==> src/rtl/cefr_pkg.sv <==
// Constants and carrier types for the charger event flag register bank.
// Assumes a single internal clock and an active-low power-on reset.
package cefr_pkg;

  ////////////////////////////////////////////////////////////////////////////
  // Register map
  localparam logic [7:0] CEFR_OFS_CHARGE_EVENT_FLAGS_TWO = 8'h24;
  localparam logic [7:0] CEFR_OFS_THERMISTOR_ZONE_FLAGS = 8'h25;
  localparam logic [7:0] CEFR_OFS_PROTECTION_FAULT_FLAGS = 8'h26;
  localparam logic [7:0] CEFR_FLAG_RESET = 8'h00;
  localparam logic [7:0] CEFR_UNMAPPED_DATA = 8'h00;
  localparam int CEFR_REG_W = 8;
  localparam int CEFR_ADDR_W = 8;

  ////////////////////////////////////////////////////////////////////////////
  // Field positions, charge event flags two
  localparam int CEFR_BIT_LINE_DETECT_COMPLETE = 6;
  localparam int CEFR_BIT_ADC_DONE = 5;
  localparam int CEFR_BIT_FAST_CHARGE_EXPIRY = 3;
  localparam int CEFR_BIT_TRICKLE_EXPIRY = 2;
  localparam int CEFR_BIT_PRECHARGE_EXPIRY = 1;
  localparam int CEFR_BIT_TOP_OFF_EXPIRY = 0;

  // Field positions, thermistor zone flags
  localparam int CEFR_BIT_THERMISTOR_COLD = 3;
  localparam int CEFR_BIT_THERMISTOR_COOL = 2;
  localparam int CEFR_BIT_THERMISTOR_WARM = 1;
  localparam int CEFR_BIT_THERMISTOR_HOT = 0;

  // Field positions, protection fault flags
  localparam int CEFR_BIT_BATTERY_CURRENT_REG = 7;
  localparam int CEFR_BIT_BUS_OVERVOLTAGE = 6;
  localparam int CEFR_BIT_BATTERY_OVERVOLTAGE = 5;
  localparam int CEFR_BIT_BUS_OVERCURRENT = 4;
  localparam int CEFR_BIT_BATTERY_OVERCURRENT = 3;
  localparam int CEFR_BIT_CONVERTER_OVERCURRENT = 2;

  ////////////////////////////////////////////////////////////////////////////
  // Carriers
  localparam int CEFR_COND_W = 17;

  // Internal conditions, all levels from the analog and control sections
  typedef struct packed {
    logic line_detect_done;
    logic adc_conv_done;
    logic adc_one_shot;
    logic fast_charge_expired;
    logic trickle_expired;
    logic precharge_expired;
    logic top_off_expired;
    logic ts_cold;
    logic ts_cool;
    logic ts_warm;
    logic ts_hot;
    logic battery_current_reg;
    logic bus_overvoltage;
    logic battery_overvoltage;
    logic bus_overcurrent;
    logic battery_overcurrent;
    logic converter_overcurrent;
  } cefr_cond_t;

  typedef struct packed {
    logic strobe;
    logic [CEFR_ADDR_W-1:0] addr;
  } cefr_rd_req_t;

  typedef struct packed {
    logic valid;
    logic [CEFR_REG_W-1:0] data;
  } cefr_rd_rsp_t;

  typedef struct packed {
    logic [CEFR_REG_W-1:0] charge_event_flags_two;
    logic [CEFR_REG_W-1:0] thermistor_zone_flags;
    logic [CEFR_REG_W-1:0] protection_fault_flags;
  } cefr_flags_t;

endpackage : cefr_pkg

==> src/rtl/cefr_edge_sync.sv <==
// Two-stage synchroniser bank with edge detection on the settled level.
// Assumes inputs are asynchronous levels; edges are one-cycle pulses.
`timescale 1ns/10ps
module cefr_edge_sync #(
  parameter int W = 17
) (
  input wire logic i_clk,
  input wire logic i_rstn,
  input wire logic [W-1:0] i_level,
  output logic [W-1:0] o_level,
  output logic [W-1:0] o_rise,
  output logic [W-1:0] o_fall
);

  typedef struct packed {
    logic [W-1:0] meta;
    logic [W-1:0] stable;
    logic [W-1:0] last;
  } cefr_sync_state_t;

  cefr_sync_state_t state_r;
  cefr_sync_state_t state_nxt;

  ////////////////////////////////////////////////////////////////////////////
  // First stage feeds only the second stage
  always_comb begin
    state_nxt = state_r;
    state_nxt.meta = i_level;
    state_nxt.stable = state_r.meta;
    state_nxt.last = state_r.stable;
  end

  always_ff @(posedge i_clk or negedge i_rstn) begin
    if (!i_rstn) begin
      state_r <= '0;
    end else begin
      state_r <= state_nxt;
    end
  end

  assign o_level = state_r.stable;
  assign o_rise = state_r.stable & ~state_r.last;
  assign o_fall = ~state_r.stable & state_r.last;

endmodule : cefr_edge_sync

==> src/rtl/cefr_flag_bank.sv <==
// Event flag bank: three read-only, clear-on-read 8-bit flag registers.
// Assumes the serial interface engine presents reads as a one-cycle strobe
// with an address on the same clock; conditions arrive asynchronously.
`timescale 1ns/10ps
module cefr_flag_bank (
  input wire logic i_clk,
  input wire logic i_rstn,
  input wire cefr_pkg::cefr_cond_t i_cond,
  input wire cefr_pkg::cefr_rd_req_t i_rd_req,
  output cefr_pkg::cefr_rd_rsp_t o_rd_rsp,
  output cefr_pkg::cefr_flags_t o_flags,
  output logic o_any_flag
);
  import cefr_pkg::*;

  typedef struct packed {
    cefr_flags_t flags;
    cefr_rd_rsp_t rsp;
    logic any_flag;
  } cefr_bank_state_t;

  cefr_bank_state_t state_r;
  cefr_bank_state_t state_nxt;

  logic [CEFR_COND_W-1:0] cond_level;
  logic [CEFR_COND_W-1:0] cond_rise;
  logic [CEFR_COND_W-1:0] cond_fall;
  cefr_cond_t lvl;
  cefr_cond_t rise;
  cefr_cond_t fall;

  logic [CEFR_REG_W-1:0] set_two;
  logic [CEFR_REG_W-1:0] set_therm;
  logic [CEFR_REG_W-1:0] set_fault;
  logic rd_two;
  logic rd_therm;
  logic rd_fault;

  ////////////////////////////////////////////////////////////////////////////
  // Conditions come from analog comparators and timers, so all are synced
  cefr_edge_sync #(
    .W(CEFR_COND_W)
  ) u_sync (
    .i_clk(i_clk),
    .i_rstn(i_rstn),
    .i_level(i_cond),
    .o_level(cond_level),
    .o_rise(cond_rise),
    .o_fall(cond_fall)
  );

  assign lvl = cond_level;
  assign rise = cond_rise;
  assign fall = cond_fall;

  ////////////////////////////////////////////////////////////////////////////
  // Functions

  // Set wins over a clear in the same cycle, so no event is lost
  function automatic logic [CEFR_REG_W-1:0] latch_flags(
    input logic [CEFR_REG_W-1:0] cur,
    input logic [CEFR_REG_W-1:0] set,
    input logic clr
  );
    logic [CEFR_REG_W-1:0] kept;
    kept = clr ? CEFR_FLAG_RESET : cur;
    return kept | set;
  endfunction : latch_flags

  function automatic logic addr_hit(
    input cefr_rd_req_t req,
    input logic [CEFR_ADDR_W-1:0] ofs
  );
    return req.strobe && (req.addr == ofs);
  endfunction : addr_hit

  ////////////////////////////////////////////////////////////////////////////
  // Event decode into register bit positions
  always_comb begin
    set_two = '0;
    set_therm = '0;
    set_fault = '0;

    // Done level rising means detection has just completed
    set_two[CEFR_BIT_LINE_DETECT_COMPLETE] = rise.line_detect_done;
    // Continuous-mode conversions never raise this flag
    set_two[CEFR_BIT_ADC_DONE] = rise.adc_conv_done & lvl.adc_one_shot;
    set_two[CEFR_BIT_FAST_CHARGE_EXPIRY] = rise.fast_charge_expired;
    set_two[CEFR_BIT_TRICKLE_EXPIRY] = rise.trickle_expired;
    set_two[CEFR_BIT_PRECHARGE_EXPIRY] = rise.precharge_expired;
    set_two[CEFR_BIT_TOP_OFF_EXPIRY] = rise.top_off_expired;

    // Zone bits and current regulation count a crossing in either direction; other faults only a rise
    set_therm[CEFR_BIT_THERMISTOR_COLD] = rise.ts_cold | fall.ts_cold;
    set_therm[CEFR_BIT_THERMISTOR_COOL] = rise.ts_cool | fall.ts_cool;
    set_therm[CEFR_BIT_THERMISTOR_WARM] = rise.ts_warm | fall.ts_warm;
    set_therm[CEFR_BIT_THERMISTOR_HOT] = rise.ts_hot | fall.ts_hot;

    set_fault[CEFR_BIT_BATTERY_CURRENT_REG] =
      rise.battery_current_reg | fall.battery_current_reg;
    set_fault[CEFR_BIT_BUS_OVERVOLTAGE] = rise.bus_overvoltage;
    set_fault[CEFR_BIT_BATTERY_OVERVOLTAGE] = rise.battery_overvoltage;
    set_fault[CEFR_BIT_BUS_OVERCURRENT] = rise.bus_overcurrent;
    set_fault[CEFR_BIT_BATTERY_OVERCURRENT] = rise.battery_overcurrent;
    set_fault[CEFR_BIT_CONVERTER_OVERCURRENT] = rise.converter_overcurrent;
  end

  ////////////////////////////////////////////////////////////////////////////
  // Read decode; there is no write path at all
  assign rd_two = addr_hit(i_rd_req, CEFR_OFS_CHARGE_EVENT_FLAGS_TWO);
  assign rd_therm = addr_hit(i_rd_req, CEFR_OFS_THERMISTOR_ZONE_FLAGS);
  assign rd_fault = addr_hit(i_rd_req, CEFR_OFS_PROTECTION_FAULT_FLAGS);

  always_comb begin
    state_nxt = state_r;

    // Data returned is the value before this cycle's clear and set
    state_nxt.rsp.valid = i_rd_req.strobe;
    if (rd_two) begin
      state_nxt.rsp.data = state_r.flags.charge_event_flags_two;
    end else if (rd_therm) begin
      state_nxt.rsp.data = state_r.flags.thermistor_zone_flags;
    end else if (rd_fault) begin
      state_nxt.rsp.data = state_r.flags.protection_fault_flags;
    end else if (i_rd_req.strobe) begin
      state_nxt.rsp.data = CEFR_UNMAPPED_DATA;
    end

    // Reserved bits never receive a set, so they stay zero
    state_nxt.flags.charge_event_flags_two =
      latch_flags(state_r.flags.charge_event_flags_two, set_two, rd_two);
    state_nxt.flags.thermistor_zone_flags =
      latch_flags(state_r.flags.thermistor_zone_flags, set_therm, rd_therm);
    state_nxt.flags.protection_fault_flags =
      latch_flags(state_r.flags.protection_fault_flags, set_fault, rd_fault);

    state_nxt.any_flag = |state_nxt.flags;
  end

  always_ff @(posedge i_clk or negedge i_rstn) begin
    if (!i_rstn) begin
      state_r.flags.charge_event_flags_two <= CEFR_FLAG_RESET;
      state_r.flags.thermistor_zone_flags <= CEFR_FLAG_RESET;
      state_r.flags.protection_fault_flags <= CEFR_FLAG_RESET;
      state_r.rsp <= '0;
      state_r.any_flag <= 1'b0;
    end else begin
      state_r <= state_nxt;
    end
  end

  assign o_rd_rsp = state_r.rsp;
  assign o_flags = state_r.flags;
  assign o_any_flag = state_r.any_flag;

endmodule : cefr_flag_bank

==> config.mk <==
export PLATFORM = sky130hd
export DESIGN_NAME = cefr_flag_bank
export DESIGN_NICKNAME = d
export VERILOG_FILES = /design/src/rtl/cefr_pkg.sv /design/src/rtl/cefr_edge_sync.sv /design/src/rtl/cefr_flag_bank.sv
export SDC_FILE = /design/constraint.sdc
export NUM_CORES = 1
export LEC_CHECK = 0
export ABC_AREA = 1
export BUFFER_PORTS_ARGS = -buffer_cell sky130_fd_sc_hd__buf_4
export CAP_MARGIN = 20
export CORE_MARGIN = 2
export CORE_UTILIZATION = 50
export DETAILED_ROUTE_END_ITERATION = 10
export PLACE_DENSITY_LB_ADDON = 0.08
export SLEW_MARGIN = 10
export SYNTH_ARGS = -nofsm -noshare
export SYNTH_HDL_FRONTEND = slang
export SYNTH_SLANG_ARGS = --single-unit
==> constraint.sdc <==
create_clock -name i_clk -period 1.8 [get_ports i_clk]
set_clock_uncertainty 0.1 [all_clocks]
set_input_delay 0.18 -clock i_clk [delete_from_list [all_inputs] [get_ports i_clk]]
set_output_delay 0.18 -clock i_clk [all_outputs]
set_load 0.005 [all_outputs]
==> flow_metrics.env, run 1 <==
export IMPL_status="completed"
export IMPL_syn_area_um2=2820
export IMPL_io_pins=62
export IMPL_wl_met3_um=297
export IMPL_synth_cells=235
export IMPL_total_power_mw=3.47
export IMPL_top_layer_used="met4"
export IMPL_antenna_cells=0
export IMPL_clkLatencyLatePin_ns=0.34
export IMPL_yosysUniqueCellTypes=18
export IMPL_remaining_drc_errors=0
export IMPL_cp_end_kind="register"
export IMPL_cts_root_buf="clkbuf_8"
export IMPL_worstPathMaxFanout=9
export IMPL_critPathArrivalTime_ns=1.80
export IMPL_antenna_found_initial=0
export IMPL_fin_tns_setup_ns=0
export IMPL_synth_area_leaders="dfrtp_1, nand2_1, inv_1, nor2_1, nand3_4"
export IMPL_synth_yosys_seq_area_share=0.745
export IMPL_firstDrtPassIters=4
export IMPL_synth_top_cell_area_share=0.745
export IMPL_grtUsageTotal=0.189
export IMPL_hold_violations=0
export IMPL_power_density_nw_per_um2=911
export IMPL_ys_ff_latch=84
export IMPL_yosys_top_cells_count="dfrtp_1, nand2_1, inv_1"
export IMPL_die_w_um=79.1
export IMPL_min_delay_path_depth=4
export IMPL_ir_drop_v=0.000729
export IMPL_syn2layout_area_growth_pct=35.1
export IMPL_start_util=0.515
export IMPL_synth_flop_cell="dfrtp_1"
export IMPL_drtIter0Drc=133
export IMPL_wl_met2_um=2570
export IMPL_ys_warn_count=0
export IMPL_rows=27
export IMPL_port_buffers=61
export IMPL_finalCriticalPeriod_ns=1.67
export IMPL_finalSetupViolations=0
export IMPL_yosysMostFrequentCell="dfrtp_1"
export IMPL_hold_path_end="o_rd_rsp[4]"
export IMPL_grt_max_degree=39
export IMPL_ff2ff_path_depth=6
export IMPL_grt_pass1_vias=1857
export IMPL_clockBufferDepth=2
export IMPL_cts_sinks=84
export IMPL_clk_pin_slew_ns=0.08
export IMPL_worstSetupPathType="primary input to register"
export IMPL_start_kind="primary input"
export IMPL_worstHoldStart="i_rd_req[1]"
export IMPL_wl_per_cell_um=12.9
export IMPL_cts_htree_levels=3
export IMPL_ant_nets=0
export IMPL_gp_congestion=0.842
export IMPL_worstReg2RegEnd="o_any_flag"
export IMPL_drive_above_1_share=0.277
export IMPL_grt_overflow=0
export IMPL_nNetsFinal=359
export IMPL_die_area_um2=6260
export IMPL_cap_violations=0
export IMPL_rrSetupSlack_ns=0.61
export IMPL_finalMaxSlewViolations=0
export IMPL_vias=1871
export IMPL_critPathLaunch="i_rd_req[8]"
export IMPL_final_util=0.696
export IMPL_crit_required_ns=1.93
export IMPL_max_freq_mhz=600
export IMPL_p_leak_nw=1.87
export IMPL_core_area_um2=5470
export IMPL_relSlewSlack=0.748
export IMPL_drt_total_wl_um=5260
export IMPL_synth_top_area_cell="dfrtp_1"
export IMPL_worst_slew_pin_slew_ns=0.377
export IMPL_r2r_start="u_sync.o_level[8]"
export IMPL_die_h_um=79.1
export IMPL_m1WireLength_um=2270
export IMPL_finalCritPeriodShare=0.925
export IMPL_synth_edf_count=0
export IMPL_cts_buffers=9
export IMPL_dp_hpwl_um=3650
export IMPL_rsz0062_at_grt="no"
export IMPL_async_reset_ff_frac=1.00
export IMPL_hold_path_class="primary input to register"
export IMPL_synth_avg_cell_area_um2=12.0
export IMPL_cts_tree="built"
export IMPL_syn_nets=263
export IMPL_grt_pass1_wl_um=8710
export IMPL_vias_per_cell=4.59
-- critical path: stages --
cell	delay, ns
dlygate4sd3_1	0.53
buf_4	0.13
inv_4	0.06
nor2_4	0.19
nand3_4	0.15
nand2_1	0.09
nand2_1	0.08
nor2_1	0.11
nand2_1	0.08
nor2_2	0.11
nand3_1	0.08
-- where the power goes --
part	internal [mW]	switching [mW]
clock	0.638	0.622
sequential	1.96	0.0359
combinational	0.115	0.100
-- logic make-up (layout without fill, tap and decap cells) --
group | Yosys count | count (layout) | synth area share
AO/OA/AOI/OAI | 10 | 10 | 0.0244
buffers and inverters | 29 | 129 | 0.0390
flip-flops | 84 | 84 | 0.745
AND/OR/NAND/NOR | 107 | 108 | 0.176
XOR/XNOR | 5 | 5 | 0.0155
-- metal layers --
layer	track usage	vias to the layer above
met3	0.0432	13
met4	0.0948	0
met5	0	-
met1	0.256	880
met2	0.289	61
li1	-	917
-- layout make-up --
cell class / instances / area (um^2)
Inverter: 28 / 108
Fill cell: 417 / 1660
Multi-Input combinational cell: 123 / 621
Clock buffer: 10 / 128
Clock inverter: 6 / 65.1
Timing Repair Buffer: 85 / 698
Sequential cell: 84 / 2100
Tap cell: 72 / 90.1
-- through the flow --
| step | cells | worst slack (ns) | cell area [um^2] | hold slack (ns) |
|---|---|---|---|---|
| 2_1_floorplan | 235 | 0.591 | 2820 | -0.216 |
| 3_3_place_gp | 370 | 0.261 | 3400 | 0.0230 |
| 3_5_place_dp | 370 | 0.239 | 3400 | 0.0262 |
| 4_1_cts | 405 | 0.102 | 3780 | 0.163 |
| 5_1_grt | 408 | 0.00415 | 3810 | 0.174 |
| 6_report | 408 | 0.134 | 3810 | 0.160 |
-- layout by cell type, fill, tap and decap left out, types with 2 or more instances in the layout --
| cell | n |
|---|---|
| inv_1 | 27 |
| nor2_2 | 2 |
| nand2_1 | 74 |
| nand4_1 | 3 |
| dlygate4sd3_1 | 19 |
| clkbuf_8 | 9 |
| xnor2_1 | 5 |
| nand3_4 | 3 |
| buf_4 | 65 |
| o21ai_0 | 4 |
| nand3_1 | 2 |
| nand2_2 | 2 |
| o2111ai_1 | 5 |
| dfrtp_1 | 84 |
| nor2_1 | 17 |
| clkinvlp_4 | 4 |
| nor2_4 | 2 |
-- how the worst max path moves through the flow --
| stage | end | slack, ns |
|---|---|---|
| finish | o_any_flag | 0.13 |
| global route | o_any_flag | 0.004 |
| CTS | o_any_flag | 0.10 |
| detailed placement | o_any_flag | 0.24 |
| global placement | o_any_flag | 0.26 |
| floorplan | o_any_flag | 0.59 |
-- sequential cells by signal, indices dropped and copies added (netlist names) --
register / count
o_flags: 24
u_sync.o_level: 17
u_sync.state_r: 16
o_rd_rsp: 9
o_any_flag: 1
u_sync.state_nxt: 17
-- timing repair --
action,4_1_cts,5_1_grt
gates resized for setup,0,2
endpoints found under the setup margin,0,1
hold buffers,19,0
buffers inserted,0,2
hold endpoints to repair,45,0
Note: power is estimated with default switching activity, not from simulation.
==> inputs of run 2 (changes only) <==
Settings changed: CTS_BUF_LIST from default to sky130_fd_sc_hd__clkbuf_8.
Clock period 1.8 ns to 1.3 ns, I/O delays scaled along.
==> flow_metrics.env, run 2 (same netlist as run 1, synthesis figures left out) <==
export IMPL_die_w_um=79.1
export IMPL_gp_congestion=0.803
export IMPL_firstDrtPassIters=4
export IMPL_hold_path_class="primary input to asynchronous set/reset pin"
export IMPL_finalCritPeriodShare=0.924
export IMPL_port_buffers=61
export IMPL_drt_total_wl_um=5260
export IMPL_cpMaxStageDelayCell="dfrtp_1"
export IMPL_final_util=0.710
export IMPL_finalCriticalPeriod_ns=1.20
export IMPL_cts_buffers=9
export IMPL_worstSetupPathType="register to register"
export IMPL_start_util=0.515
export IMPL_crit_family="simple AND/OR/NAND/NOR gates"
export IMPL_register_area_um2=2100
export IMPL_start_kind="register"
export IMPL_grt_pass1_wl_um=8800
export IMPL_syn2layout_area_growth_pct=37.8
export IMPL_antenna_cells=0
export IMPL_critPathArrivalTime_ns=1.34
export IMPL_worstPathMaxFanout=2
export IMPL_vias_per_cell=4.56
export IMPL_cp_end_kind="register"
export IMPL_io_pins=62
export IMPL_layout_common_cells="dfrtp_1, nand2_1, buf_4, inv_1, dlygate4sd3_1"
export IMPL_die_area_um2=6260
export IMPL_max_freq_mhz=833
export IMPL_crit_required_ns=1.44
export IMPL_antenna_found_initial=0
export IMPL_cap_violations=0
export IMPL_critPathBufInv=0
export IMPL_grt_max_degree=36
export IMPL_status="completed"
export IMPL_path_cells="xnor2_2 > nand2_1 > nor2_1 > nand2_1 > nor2_1 > nand3_1"
export IMPL_clockBufferDepth=2
export IMPL_worstReg2RegEnd="o_any_flag"
export IMPL_clkLatencyLatePin_ns=0.35
export IMPL_finalMaxSlewViolations=0
export IMPL_drtIter0Drc=97
export IMPL_worst_slew_pin_slew_ns=0.266
export IMPL_ant_nets=0
export IMPL_vias=1879
export IMPL_cts_sinks=84
export IMPL_final_common_cell="dfrtp_1"
export IMPL_grtUsageTotal=0.196
export IMPL_relSlewSlack=0.822
export IMPL_rsz0062_at_grt="no"
export IMPL_critPathMaxStageDelay_ns=0.41
export IMPL_fin_tns_setup_ns=0
export IMPL_final_cell_count_no_fill=412
export IMPL_setup_ws_ns=0.0990
export IMPL_dp_hpwl_um=3650
export IMPL_num_fill_cells=430
export IMPL_r2r_start="u_sync.o_level[6]"
export IMPL_power_density_nw_per_um2=1290
export IMPL_ff2ff_path_depth=6
export IMPL_cts_tree="built"
export IMPL_rrSetupSlack_ns=0.1
export IMPL_clk_pin_slew_ns=0.08
export IMPL_remaining_drc_errors=0
export IMPL_post_place_ws_ns=-0.295
export IMPL_cts_htree_levels=3
export IMPL_largest_register_ffs=24
export IMPL_ir_drop_v=0.000921
export IMPL_nNetsFinal=363
export IMPL_wl_per_cell_um=12.8
export IMPL_core_area_um2=5470
export IMPL_die_h_um=79.1
export IMPL_grt_pass1_vias=1903
export IMPL_multiInputGateArea_um2=626
export IMPL_hold_violations=0
export IMPL_dp_cells=374
export IMPL_finalSetupViolations=0
export IMPL_grt_overflow=0
export IMPL_cts_root_buf="clkbuf_8"
export IMPL_drive_above_1_share=0.294
export IMPL_p_leak_nw=1.93
export IMPL_rows=27
-- run 2: per-layer routing --
layer | vias up | track usage | share of wire
met1 | 876 | 0.247 | 0.43
met2 | 61 | 0.306 | 0.48
li1 | 931 | - | -
met3 | 11 | 0.0477 | 0.062
met5 | - | 0 | 0
met4 | 0 | 0.122 | 0.027
-- run 2: how the worst max path moves through the flow --
| stage | cells after the start | startpoint | endpoint | slack (ns) |
|---|---|---|---|---|
| floorplan | 10 | i_rd_req[4] | o_any_flag | 0.14 |
| global placement | 11 | i_rd_req[4] | o_any_flag | -0.20 |
| detailed placement | 11 | i_rd_req[3] | o_any_flag | -0.30 |
| CTS | 6 | u_sync.o_level[6] | o_any_flag | 0.06 |
| global route | 6 | u_sync.o_level[6] | o_any_flag | 0.005 |
| finish | 6 | u_sync.o_level[6] | o_any_flag | 0.1 |
-- run 2: area by class of cell --
cell class	instances	area share
Timing Repair Buffer	90	0.193
Inverter	28	0.0270
Clock buffer	9	0.0319
Clock inverter	7	0.0235
Sequential cell	84	0.541
Tap cell	72	0.0232
Multi-Input combinational cell	122	0.161
-- run 2: worst reg2reg max path: stages, from the launching register on --
cell and delay, ns:
dfrtp_1 0.41, xnor2_2 0.16, nand2_1 0.08, nor2_1 0.10, nand2_1 0.07, nor2_1 0.09, nand3_1 0.09
-- run 2: per-stage QoR --
stage          area, um^2  hold slack [ns]  total power [mW]
3_3_place_gp         3440          -0.0915              3.07
3_5_place_dp         3440          -0.0897              3.08
2_1_floorplan        2820           -0.266              2.88
5_1_grt              3890           0.0728              5.23
6_report             3890           0.0782              5.03
4_1_cts              3850           0.0677              5.08
-- run 2: timing repair --
item / in CTS / in global routing
hold endpoints to repair: 102 / 0
setup buffers: 0 / 3
setup endpoints to repair: 0 / 1
hold buffers: 19 / 0
resized for setup: 0 / 3
-- run 2: report_power, final --
group	leakage [nW]	internal, mW	switching [mW]
combinational	0.890	0.171	0.137
sequential	0.934	2.71	0.0504
clock	0.109	1.07	0.880
